<file path="src/shared/ilu_pkg.sv">
package ilu_pkg;
  localparam logic [7:0] ilu_addr_enable_low = 8'h3a;
  localparam logic [7:0] ilu_addr_enable_high = 8'h3b;
  localparam logic [7:0] ilu_addr_pending_low = 8'h3c;
  localparam logic [7:0] ilu_addr_pending_high = 8'h3d;
  localparam int ilu_first_latch = 2;
  localparam int ilu_trap_bit = 2;
  localparam int ilu_watchdog_bit = 3;
  localparam int ilu_first_maskable = 4;
  localparam int ilu_master_bit = 0;
  localparam logic [15:0] ilu_pending_reset = 16'h0000;
  localparam logic [15:0] ilu_enable_reset = 16'h0000;
  localparam logic [15:0] ilu_latch_mask = 16'hfffc;
  localparam logic [15:0] ilu_enable_mask = 16'hfff1;
  localparam int ilu_accept_cycles = 8;
  typedef enum logic [2:0]
  {
    ilu_idle = 3'b001,
    ilu_accepting = 3'b010,
    ilu_done = 3'b100
  } ilu_state_t;
endpackage : ilu_pkg
</file>
<file path="src/hdl/ilu_core.sv">
// Behaviour
// - One pending latch for sources 2 to 15; software and undefined-op sources have none.
// - A hardware request sets its latch; enabled latches request acceptance from the core.
// - The serviced source's latch is cleared as part of acceptance.
// - Reset clears all pending latches.
// - Pending latches read and write as low byte 3C and high byte 3D.
// - Writing 0 clears that latch alone; writing 1 leaves it unchanged.
// - Software writes never set a pending latch.
// - Reads return the current pending latch state.
// - Non-maskable sources are accepted regardless of the enable register.
// - Enable register sits at 3A and 3B, readable and writable except bits 3 to 1 of 3A, which read as zero.
// - Master enable at 0 blocks every maskable interrupt.
// - With master enable 1, a maskable source also needs its own enable.
// - Acceptance exposes the old master enable for stacking, then clears it.
// - Either return instruction reloads master enable from the stacked value.
// - Master enable is bit 0 of the low enable byte; set and clear ops.
// - Reset clears master enable.
// - Per-source enables occupy bits 15 to 4; 1 enables, 0 disables.
// - Reset clears all per-source enables.
// - Simultaneous requests are accepted in a fixed hardware priority order.
// - Acceptance completes in 8 machine cycles after the current instruction.
module ilu_core
(
  // Clock and reset.
  input wire logic clk,
  input wire logic reset,
  // Hardware requests, one-cycle pulses, bit index equals source number.
  input wire logic [15:0] request,
  // Special function area byte port.
  input wire logic [7:0] sfr_addr,
  input wire logic sfr_write,
  input wire logic [7:0] sfr_wdata,
  output logic [7:0] sfr_rdata,
  output logic sfr_hit,
  // Core instruction events, one-cycle pulses, then the stacked master enable level.
  input wire logic instr_boundary,
  input wire logic unmask_all_op,
  input wire logic mask_all_op,
  input wire logic return_op,
  input wire logic stacked_master_enable,
  // Acceptance handshake toward the core.
  output logic interrupt_request,
  output logic accept_busy,
  output logic accept_done,
  output logic [3:0] accept_source,
  output logic saved_master_enable
);
  import ilu_pkg::*;

  logic [15:0] pending_latch;
  logic master_enable;
  logic [15:4] source_enable;
  ilu_state_t state;
  logic [3:0] cycle_count;
  logic clear_pending;
  logic [15:0] candidates;
  logic found;
  logic [3:0] winner;
  logic [15:0] next_pending;
  logic [15:0] write_keep;
  logic write_enable_low;
  logic write_enable_high;
  logic write_pending_low;
  logic write_pending_high;
  logic last_cycle;
  logic [7:0] next_rdata;
  logic next_hit;
  logic next_master_enable;
  logic [15:4] next_source_enable;

  function automatic logic [15:0] ilu_onehot(input logic [3:0] index);
    ilu_onehot = 16'h0001 << index;
  endfunction : ilu_onehot

  // True when this cycle writes the byte at the given address.
  function automatic logic ilu_writes(input logic write, input logic [7:0] addr, input logic [7:0] target);
    ilu_writes = write && (addr == target);
  endfunction : ilu_writes

  // Byte write strobes, one for each mapped address.
  assign write_enable_low = ilu_writes(sfr_write, sfr_addr, ilu_addr_enable_low);
  assign write_enable_high = ilu_writes(sfr_write, sfr_addr, ilu_addr_enable_high);
  assign write_pending_low = ilu_writes(sfr_write, sfr_addr, ilu_addr_pending_low);
  assign write_pending_high = ilu_writes(sfr_write, sfr_addr, ilu_addr_pending_high);

  // Maskable candidates need master and own enable; non-maskable ones do not.
  // The registered master enable is used, so an unmask takes effect on the following cycle.
  always_comb
  begin
    candidates = 16'h0000;
    candidates[ilu_trap_bit] = pending_latch[ilu_trap_bit];
    candidates[ilu_watchdog_bit] = pending_latch[ilu_watchdog_bit];
    if (master_enable)
    begin
      candidates[15:4] = pending_latch[15:4] & source_enable;
    end
  end

  ilu_priority u_priority
  (
    .candidates(candidates),
    .found(found),
    .source(winner)
  );

  assign interrupt_request = found;
  assign accept_busy = (state == ilu_accepting);
  assign clear_pending = (state == ilu_idle) && instr_boundary && found;
  // Last busy cycle of the acceptance sequence.
  assign last_cycle = (state == ilu_accepting) && (cycle_count == 4'(ilu_accept_cycles - 1));

  // Write mask: a written 0 clears, a written 1 keeps.
  always_comb
  begin
    write_keep = 16'hffff;
    if (write_pending_low)
    begin
      write_keep[7:0] = sfr_wdata;
    end
    if (write_pending_high)
    begin
      write_keep[15:8] = sfr_wdata;
    end
    if (clear_pending)
    begin
      write_keep = write_keep & ~ilu_onehot(winner);
    end
    // Requests override any clear in the same cycle; writes only ever clear.
    next_pending = ((pending_latch & write_keep) | request) & ilu_latch_mask;
  end

  // Pending latches, cleared only by reset, software or acceptance.
  always_ff @(posedge clk or posedge reset)
  begin
    if (reset)
    begin
      pending_latch <= ilu_pending_reset;
    end
    else
    begin
      pending_latch <= next_pending;
    end
  end

  // Acceptance sequence, started at an instruction boundary.
  always_ff @(posedge clk or posedge reset)
  begin
    if (reset)
    begin
      state <= ilu_idle;
      cycle_count <= 4'h0;
    end
    else
    begin
      case (state)
        ilu_idle:
        begin
          if (clear_pending)
          begin
            state <= ilu_accepting;
            cycle_count <= 4'h1;
          end
        end
        ilu_accepting:
        begin
          if (last_cycle)
          begin
            state <= ilu_done;
          end
          cycle_count <= cycle_count + 4'h1;
        end
        ilu_done:
        begin
          state <= ilu_idle;
        end
        default:
        begin
          state <= ilu_idle;
        end
      endcase
    end
  end

  // Source number and old master enable stand until the next acceptance.
  always_ff @(posedge clk or posedge reset)
  begin
    if (reset)
    begin
      accept_source <= 4'h0;
      saved_master_enable <= 1'b0;
    end
    else if (clear_pending)
    begin
      accept_source <= winner;
      saved_master_enable <= master_enable;
    end
  end

  // One-cycle pulse as the last busy cycle ends.
  always_ff @(posedge clk or posedge reset)
  begin
    if (reset)
    begin
      accept_done <= 1'b0;
    end
    else
    begin
      accept_done <= last_cycle;
    end
  end

  // Acceptance outranks return, return outranks the single-flag ops, and those outrank a register write.
  always_comb
  begin
    next_master_enable = master_enable;
    if (clear_pending)
    begin
      next_master_enable = 1'b0;
    end
    else if (return_op)
    begin
      next_master_enable = stacked_master_enable;
    end
    else if (unmask_all_op)
    begin
      next_master_enable = 1'b1;
    end
    else if (mask_all_op)
    begin
      next_master_enable = 1'b0;
    end
    else if (write_enable_low)
    begin
      next_master_enable = sfr_wdata[ilu_master_bit];
    end
  end

  always_ff @(posedge clk or posedge reset)
  begin
    if (reset)
    begin
      master_enable <= 1'b0;
    end
    else
    begin
      master_enable <= next_master_enable;
    end
  end

  // Per-source enables; the low byte shares its write with the master enable.
  always_comb
  begin
    next_source_enable = source_enable;
    if (write_enable_low)
    begin
      next_source_enable[7:4] = sfr_wdata[7:4];
    end
    if (write_enable_high)
    begin
      next_source_enable[15:8] = sfr_wdata;
    end
  end

  always_ff @(posedge clk or posedge reset)
  begin
    if (reset)
    begin
      source_enable <= ilu_enable_reset[15:4];
    end
    else
    begin
      source_enable <= next_source_enable;
    end
  end

  // Read data for the addressed byte; unused enable bits and unmapped bytes read as zero.
  always_comb
  begin
    next_rdata = 8'h00;
    next_hit = 1'b1;
    case (sfr_addr)
      ilu_addr_enable_low: next_rdata = {source_enable[7:4], 3'b000, master_enable};
      ilu_addr_enable_high: next_rdata = source_enable[15:8];
      ilu_addr_pending_low: next_rdata = pending_latch[7:0];
      ilu_addr_pending_high: next_rdata = pending_latch[15:8];
      default:
      begin
        next_hit = 1'b0;
      end
    endcase
  end

  // Registered so that read data is a flip-flop output, one cycle after the address.
  always_ff @(posedge clk or posedge reset)
  begin
    if (reset)
    begin
      sfr_rdata <= 8'h00;
      sfr_hit <= 1'b0;
    end
    else
    begin
      sfr_rdata <= next_rdata;
      sfr_hit <= next_hit;
    end
  end
endmodule : ilu_core

</file>
<file path="src/hdl/ilu_priority.sv">
module ilu_priority
(
  // Candidates, bit index equals source number.
  input wire logic [15:0] candidates,
  // Winner.
  output logic found,
  output logic [3:0] source
);
  import ilu_pkg::*;

  // Lowest index wins, so trap (bit 2) outranks watchdog (bit 3) and every maskable source.
  always_comb
  begin
    found = 1'b0;
    source = 4'h0;
    for (int i = 15; i >= ilu_first_latch; i--)
    begin
      if (candidates[i])
      begin
        found = 1'b1;
        source = 4'(i);
      end
    end
  end
endmodule : ilu_priority

</file>
<file path="config.mk">
export PLATFORM = sky130hd
export DESIGN_NAME = ilu_core
export DESIGN_NICKNAME = d
export VERILOG_FILES = /design/src/shared/ilu_pkg.sv /design/src/hdl/ilu_core.sv /design/src/hdl/ilu_priority.sv
export SDC_FILE = /design/constraint.sdc
export NUM_CORES = 1
export LEC_CHECK = 0
export BUFFER_PORTS_ARGS = -buffer_cell sky130_fd_sc_hd__buf_2
export CAP_MARGIN = 20
export CORE_UTILIZATION = 47
export CTS_CLUSTER_DIAMETER = 200
export DETAILED_ROUTE_END_ITERATION = 6
export HOLD_SLACK_MARGIN = 0.15
export MAX_ROUTING_LAYER = met4
export PLACE_DENSITY_LB_ADDON = 0.05
export SLEW_MARGIN = 30
export SYNTH_ARGS = -nofsm -noshare
export SYNTH_HDL_FRONTEND = slang
export SYNTH_SLANG_ARGS = --single-unit
</file>
<file path="constraint.sdc">
create_clock -name clk -period 2.3 [get_ports clk]
set_input_delay 0 -clock clk [delete_from_list [all_inputs] [get_ports clk]]
set_output_delay 0 -clock clk [all_outputs]
set_load 0.005 [all_outputs]
</file>
## Word level (Yosys, flattened, before mapping)

Index checks and enable logic that the tools add are counted.

- Logic and storage cells: 83
- Input port bits: 40
- Output and inout port bits: 17
- Bits in registers: 49

- Bitwise gates (word level): 5
- Reductions and logical operators: 12
- Shifts and indexed selects: 1
- Add/subtract/negate cells: 1
- Mux-type cells: 44
- Eq/ne operators: 9

Operator list:

| kind | number |
|---|---|
| 2-to-1 mux 4 bit | 15 |
| AND 16 bit | 2 |
| == test 8 x 6 -> 1 bit, second input constant | 4 |
| one-hot mux 8 bit (4 select lines) | 1 |
| 2-to-1 mux 1 bit | 20 |
| 2-to-1 mux 16 bit | 1 |
| 2-to-1 mux 8 bit | 2 |
| NOT 16 bit | 1 |
| bitwise OR 16 bit | 1 |
| left shift 1 x 4 -> 16 bit, first input constant | 1 |
| AND 12 bit | 1 |
| 2-to-1 mux 12 bit | 1 |
| one-hot mux 4 bit (2 select lines) | 1 |
| logical AND 1 bit | 7 |
| 2-to-1 mux 3 bit | 2 |
| one-hot mux 3 bit (2 select lines) | 1 |
| nonzero test 5 bit | 1 |
| adder 4 x 1 -> 4 bit, second input constant | 1 |
| == test 4 x 3 -> 1 bit, second input constant | 1 |
| AND reduction 2 bit | 2 |
| OR reduction 4 bit | 1 |
| == test 3 x 1 -> 1 bit, second input constant | 1 |
| == test 3 x 2 -> 1 bit, second input constant | 1 |
| inequality test 2 x 1 -> 1 bit, second input constant | 1 |
| 2 further kinds | 2 |

## Longest topological paths before layout

- Depth in word-level cells: 22
- Depth in mapped cells: 7
- Gate-level depth less buffers: 6

## Hierarchy

From an unflattened synthesis, not the netlist that was laid out.

- Cell total of the unflattened synthesis: 242
- Area, all modules: 2518.7 um^2

Modules (own cells, without submodules):

| module | seq. area each (um^2) | instances | cells each | area each (um^2) |
|---|---|---|---|---|
| ilu_core | 1227.4 | 1 | 214 | 2372.3 |
| ilu_priority | 0.0 | 1 | 28 | 146.4 |

## Worst setup path after synthesis

OpenSTA, ideal clock, no wires.

- Path type: register to register
- From: reg state[0]
- To: reg pending_latch[10]
- Data arrival time: 1.540 ns
- Clock period less this slack: 1.664 ns
- Path buffers: 1
- Path slack: 0.636 ns
- Required time: 2.176 ns
- Setup time: 0.124 ns
- Stages on the path, launching flop included: 8
- Cell sequence: dfstp_2 nor4bb_1 buf_2 nand2_1 nor3_1 nand2_1 nor3b_1 o21bai_1

- Word-level cells in the longest chain between the ends: 6

RTL lines:

| element | line | source |
|---|---|---|
| start, declared | ilu_core.sv:53 | `ilu_state_t state;` |
| start signal, assigned | ilu_core.sv:150 | `state <= ilu_idle;` |
| start signal, assigned | ilu_core.sv:160 | `state <= ilu_accepting;` |
| start signal, assigned | ilu_core.sv:168 | `state <= ilu_done;` |
| == test 3 x 1 -> 1 bit | ilu_core.sv:108 | `assign clear_pending = (state == ilu_idle) && instr_boundary && found;` |
| logical AND 1 bit (2 in series) | ilu_core.sv:108 |  |
| 2-to-1 mux 16 bit | ilu_core.sv:124 | `if (clear_pending)` |
| AND 16 bit | ilu_core.sv:129 | `next_pending = ((pending_latch & write_keep) \| request) & ilu_latch_mask;` |
| bitwise OR 16 bit | ilu_core.sv:129 |  |
| net next_pending[10] | ilu_core.sv:59 | `logic [15:0] next_pending;` |
| end signal, assigned | ilu_core.sv:137 | `pending_latch <= ilu_pending_reset;` |
| end signal, assigned | ilu_core.sv:141 | `pending_latch <= next_pending;` |
| end, declared | ilu_core.sv:50 | `logic [15:0] pending_latch;` |

The timed path passes the listed nets, and every way through them passes these cells.
A chain may end at the register's enable or synchronous reset.

## Worst setup path after layout

- From: reg source_enable[13] (netlist bit)
- To: reg pending_latch[6]

- Word-level cells in the longest chain between the ends: 20
- Elaborated cells between the ends (all ways): 33
- Classes of those cells: shift (1); mux (26); bitwise (5); reduce/logical (1)

RTL lines:

| element | line | source |
|---|---|---|
| start, declared | ilu_core.sv:52 | `logic [15:4] source_enable;` |
| start signal, assigned | ilu_core.sv:268 | `source_enable <= ilu_enable_reset[15:4];` |
| start signal, assigned | ilu_core.sv:272 | `source_enable <= next_source_enable;` |
| AND 12 bit (*) | ilu_core.sv:95 | `candidates[15:4] = pending_latch[15:4] & source_enable;` |
| 2-to-1 mux 12 bit (*) | ilu_core.sv:93 | `if (master_enable)` |
| 2-to-1 mux 4 bit (12 in series) | ilu_priority.sv:18 | `if (candidates[i])` |
| left shift 1 x 4 -> 16 bit | ilu_core.sv:72 | `ilu_onehot = 16'h0001 << index;` |
| NOT 16 bit | ilu_core.sv:126 | `write_keep = write_keep & ~ilu_onehot(winner);` |
| AND 16 bit | ilu_core.sv:126 |  |
| 2-to-1 mux 16 bit (*) | ilu_core.sv:124 |  |
| AND 16 bit (*) | ilu_core.sv:129 |  |
| bitwise OR 16 bit (*) | ilu_core.sv:129 |  |
| net next_pending[6] | ilu_core.sv:59 |  |

The timed path passes the listed nets; every way through them passes the cells marked *.

==> run summary <==
status = finished clean
CTS resizes = 0
Hold EP = sfr_hit
synth unique cells = 56
DP Worst Slack = 0.327 ns
register bit count reported by yosys = 49
minimum clock period after layout = 2.02 ns
register area share after synthesis = 49.9%
CP endpoint kind = flop
I/O Buffers = 54
highest achievable clock rate = 495 MHz
Lkg Pwr = 1.49 nW
Main synth FF type = dfrtp_1
MaxCap Viol Count = 0
initial antenna violation count = 0
Worst VDD drop = 0.437 mV
DIE AREA = 0.00553 sq mm
worst flop-to-flop path startpoint = source_enable[13]
Post-synth EDFFs = 0
vias = 2,164
number of cells on the worst reg-to-reg path = 6
RSZ-0062 raised after global routing = no
Tot Pwr = 2.04 mW
area leader, netlist = dfrtp_1
Pre-antenna DRT Iters = 4
P&R area growth vs syn = 31.5%
Layout Nets = 362
max-slew violation count = 0
pin count of the biggest net entering global routing = 50
final setup fails = 0
Synth top area share = 48.8%
min-delay src = sfr_addr[1]
first-pass GRT wire length = 9710 um
Max clock buf depth = 2
io pins = 57
asr flop ratio synth = 100%
syn_area_per_cell = 10.8 sq um
Worst Setup Start Kind = flop
Routed WL = 6010 um
Worst Path Max Fanout = 4
clock root cell = clkbuf_8
CTS tree = done
routed len/inst = 15.4 um
Post-DP HPWL = 4200 um
PwrDens = 632 mW/mm^2
top cells by area, synth = dfrtp_1 (49%), mux2_2 (5.5%), nand2_1 (4.1%), mux2i_1 (4.1%), a22o_1 (2.8%)
Required @ worst endpoint = 2.48 ns
FP Rows = 25
vias in the first global route = 2,020
Period Utilization, post-route = 87.9%
routability cong. = 0.841
Mapped Nets = 269
Worst-path clk slew = 0.09 ns
Worst slew margin = 59.5%
Post-DRT Antenna Nets = 0
die width = 74.3 um
Synth warnings = 0
area of the core = 0.00488 sq mm
share of cells above drive strength 1 = 29.2%
Worst R2R Setup Slack = 0.28 ns
worst-skew pair later-pin latency = 0.29 ns
total grt overflow = 0
# clock sinks = 49
clk_skew = 0.00952 ns
Fin. Hold Viols = 0
mapped cell area = 0.00246 sq mm
CP arrival = 2.21 ns
Final WS setup = 0.279 ns
gr usage total = 24.6%
top cells by count, synth = dfrtp_1 (48), nand2_1 (27), o21ai_0 (14), mux2_2 (12)
routed vias/inst = 5.56
cell with the most instances after synthesis = dfrtp_1
initial detailed-routing violation count = 145
DRC errors left = 0
kind of critical path = reg2reg
hold path depth = 3
worst slew pin tran = 0.608 ns
H-Tree Depth = 2
diode count = 0
die height = 74.3 um
TritonCTS buffer count = 5
path type of the worst min-delay path = in2reg
total negative slack = 0 ns
Mapped Cells = 228
Worst R2R End = pending_latch[6]
Starting Density = 50.4%
-- cells by family after synthesis --
kind of cell	Yosys count	share of synthesized area, %
AOI/OAI and AO/OA	66	19.7
xor gates and xnor gates	1	0.356
muxes	22	9.56
and+or+nand+nor	76	17.3
buffers and inverters	13	2.64
adders and majority gates	1	0.509
DFF	49	49.9
-- worst max-delay path, cell delays in order (launching register included) --
cell and delay [ns]:
dfrtp_1 0.42, a22oi_1 0.34, nand3b_1 0.14, a211oi_2 0.41
nand4_1 0.23, nor3b_1 0.29, o21bai_1 0.09
-- report_power, final --
part	internal (mW)	switching [mW]
sequential	0.961	0.0676
combinational	0.241	0.265
clock	0.246	0.263
-- cells in the final DEF, fill, tap and decap left out, types with 2 or more instances in the layout --
master         Yosys  final
buf_2              3     54
o21ai_0           14     14
nor3_2             2      2
dfrtp_1           48     48
or2_1              2      2
buf_4              1      7
o21bai_1           3      3
inv_1              4      3
clkbuf_1           1      2
clkbuf_8           0      6
a22o_1             8      8
nor3b_1            4      4
inv_2              1      2
a22oi_1            3      3
o221ai_1           4      4
o21a_1             4      4
dlygate4sd3_1      0     32
nand3_1            3      3
a32o_1             2      2
mux2i_1           10     10
a21oi_1            7      7
nand2_1           27     27
mux2_2            12     12
nand3b_1           2      2
o21ai_1            2      2
nor2b_1            4      4
nor2_1            10     10
nand2b_1           6      6
nor3_1             3      3
nand4_1            4      4
o22ai_1            4      4
a31oi_1            4      4
-- registers in the layout, indices dropped and copies added (netlist names) --
name,flops
accept_done,1
sfr_rdata,8
cycle_count,4
saved_master_enable,1
sfr_hit,1
source_enable,12
pending_latch,14
state,3
master_enable,1
accept_source,4
-- stage by stage --
step | util (%) | cells | cell area (sq um) | hold WS, ns
after floorplan | - | 228 | 2460 | 0.106
after global placement | 57.7 | 348 | 2820 | 0.185
after detailed placement | 57.7 | 348 | 2820 | 0.194
after CTS | 66.1 | 388 | 3230 | 0.157
after global routing | 66.3 | 389 | 3230 | 0.203
final | 66.3 | 389 | 3230 | 0.166
-- area by class of cell --
type                    instances  area [sq um]
clock buffers                   8          90.1
fillers                       402          1650
multi-input cells             166          1170
flip-flops and latches         49          1230
well taps                      67          83.8
inverters                       6          22.5
repair buffers                 93           643
-- metal layers --
metal  part of all wire (%)  routed length (um)  GRT usage (%)
met5                      0                   0              -
met4                   0.73                  44           5.03
met1                     45                2730           31.9
met2                     49                2940           40.7
met3                    4.9                 297           4.20
-- worst max-delay path by stage --
stage | start | endpoint | cells past startpoint
after floorplan | state[0] | pending_latch[10] | 7
after global placement | pending_latch[13] | pending_latch[6] | 6
after detailed placement | source_enable[13] | pending_latch[6] | 6
after CTS | sfr_addr[7] | pending_latch[5] | 8
after global routing | pending_latch[13] | pending_latch[6] | 6
final | source_enable[13] | pending_latch[6] | 6
-- repair_timing --
| item | 4_1_cts | 5_1_grt |
|---|---|---|
| endpoints found under the hold margin | 78 | 0 |
| endpoints found under the setup margin | 0 | 2 |
| buffers inserted | 0 | 1 |
| hold buffers | 32 | 0 |
Power figures use the tool's default switching activity.
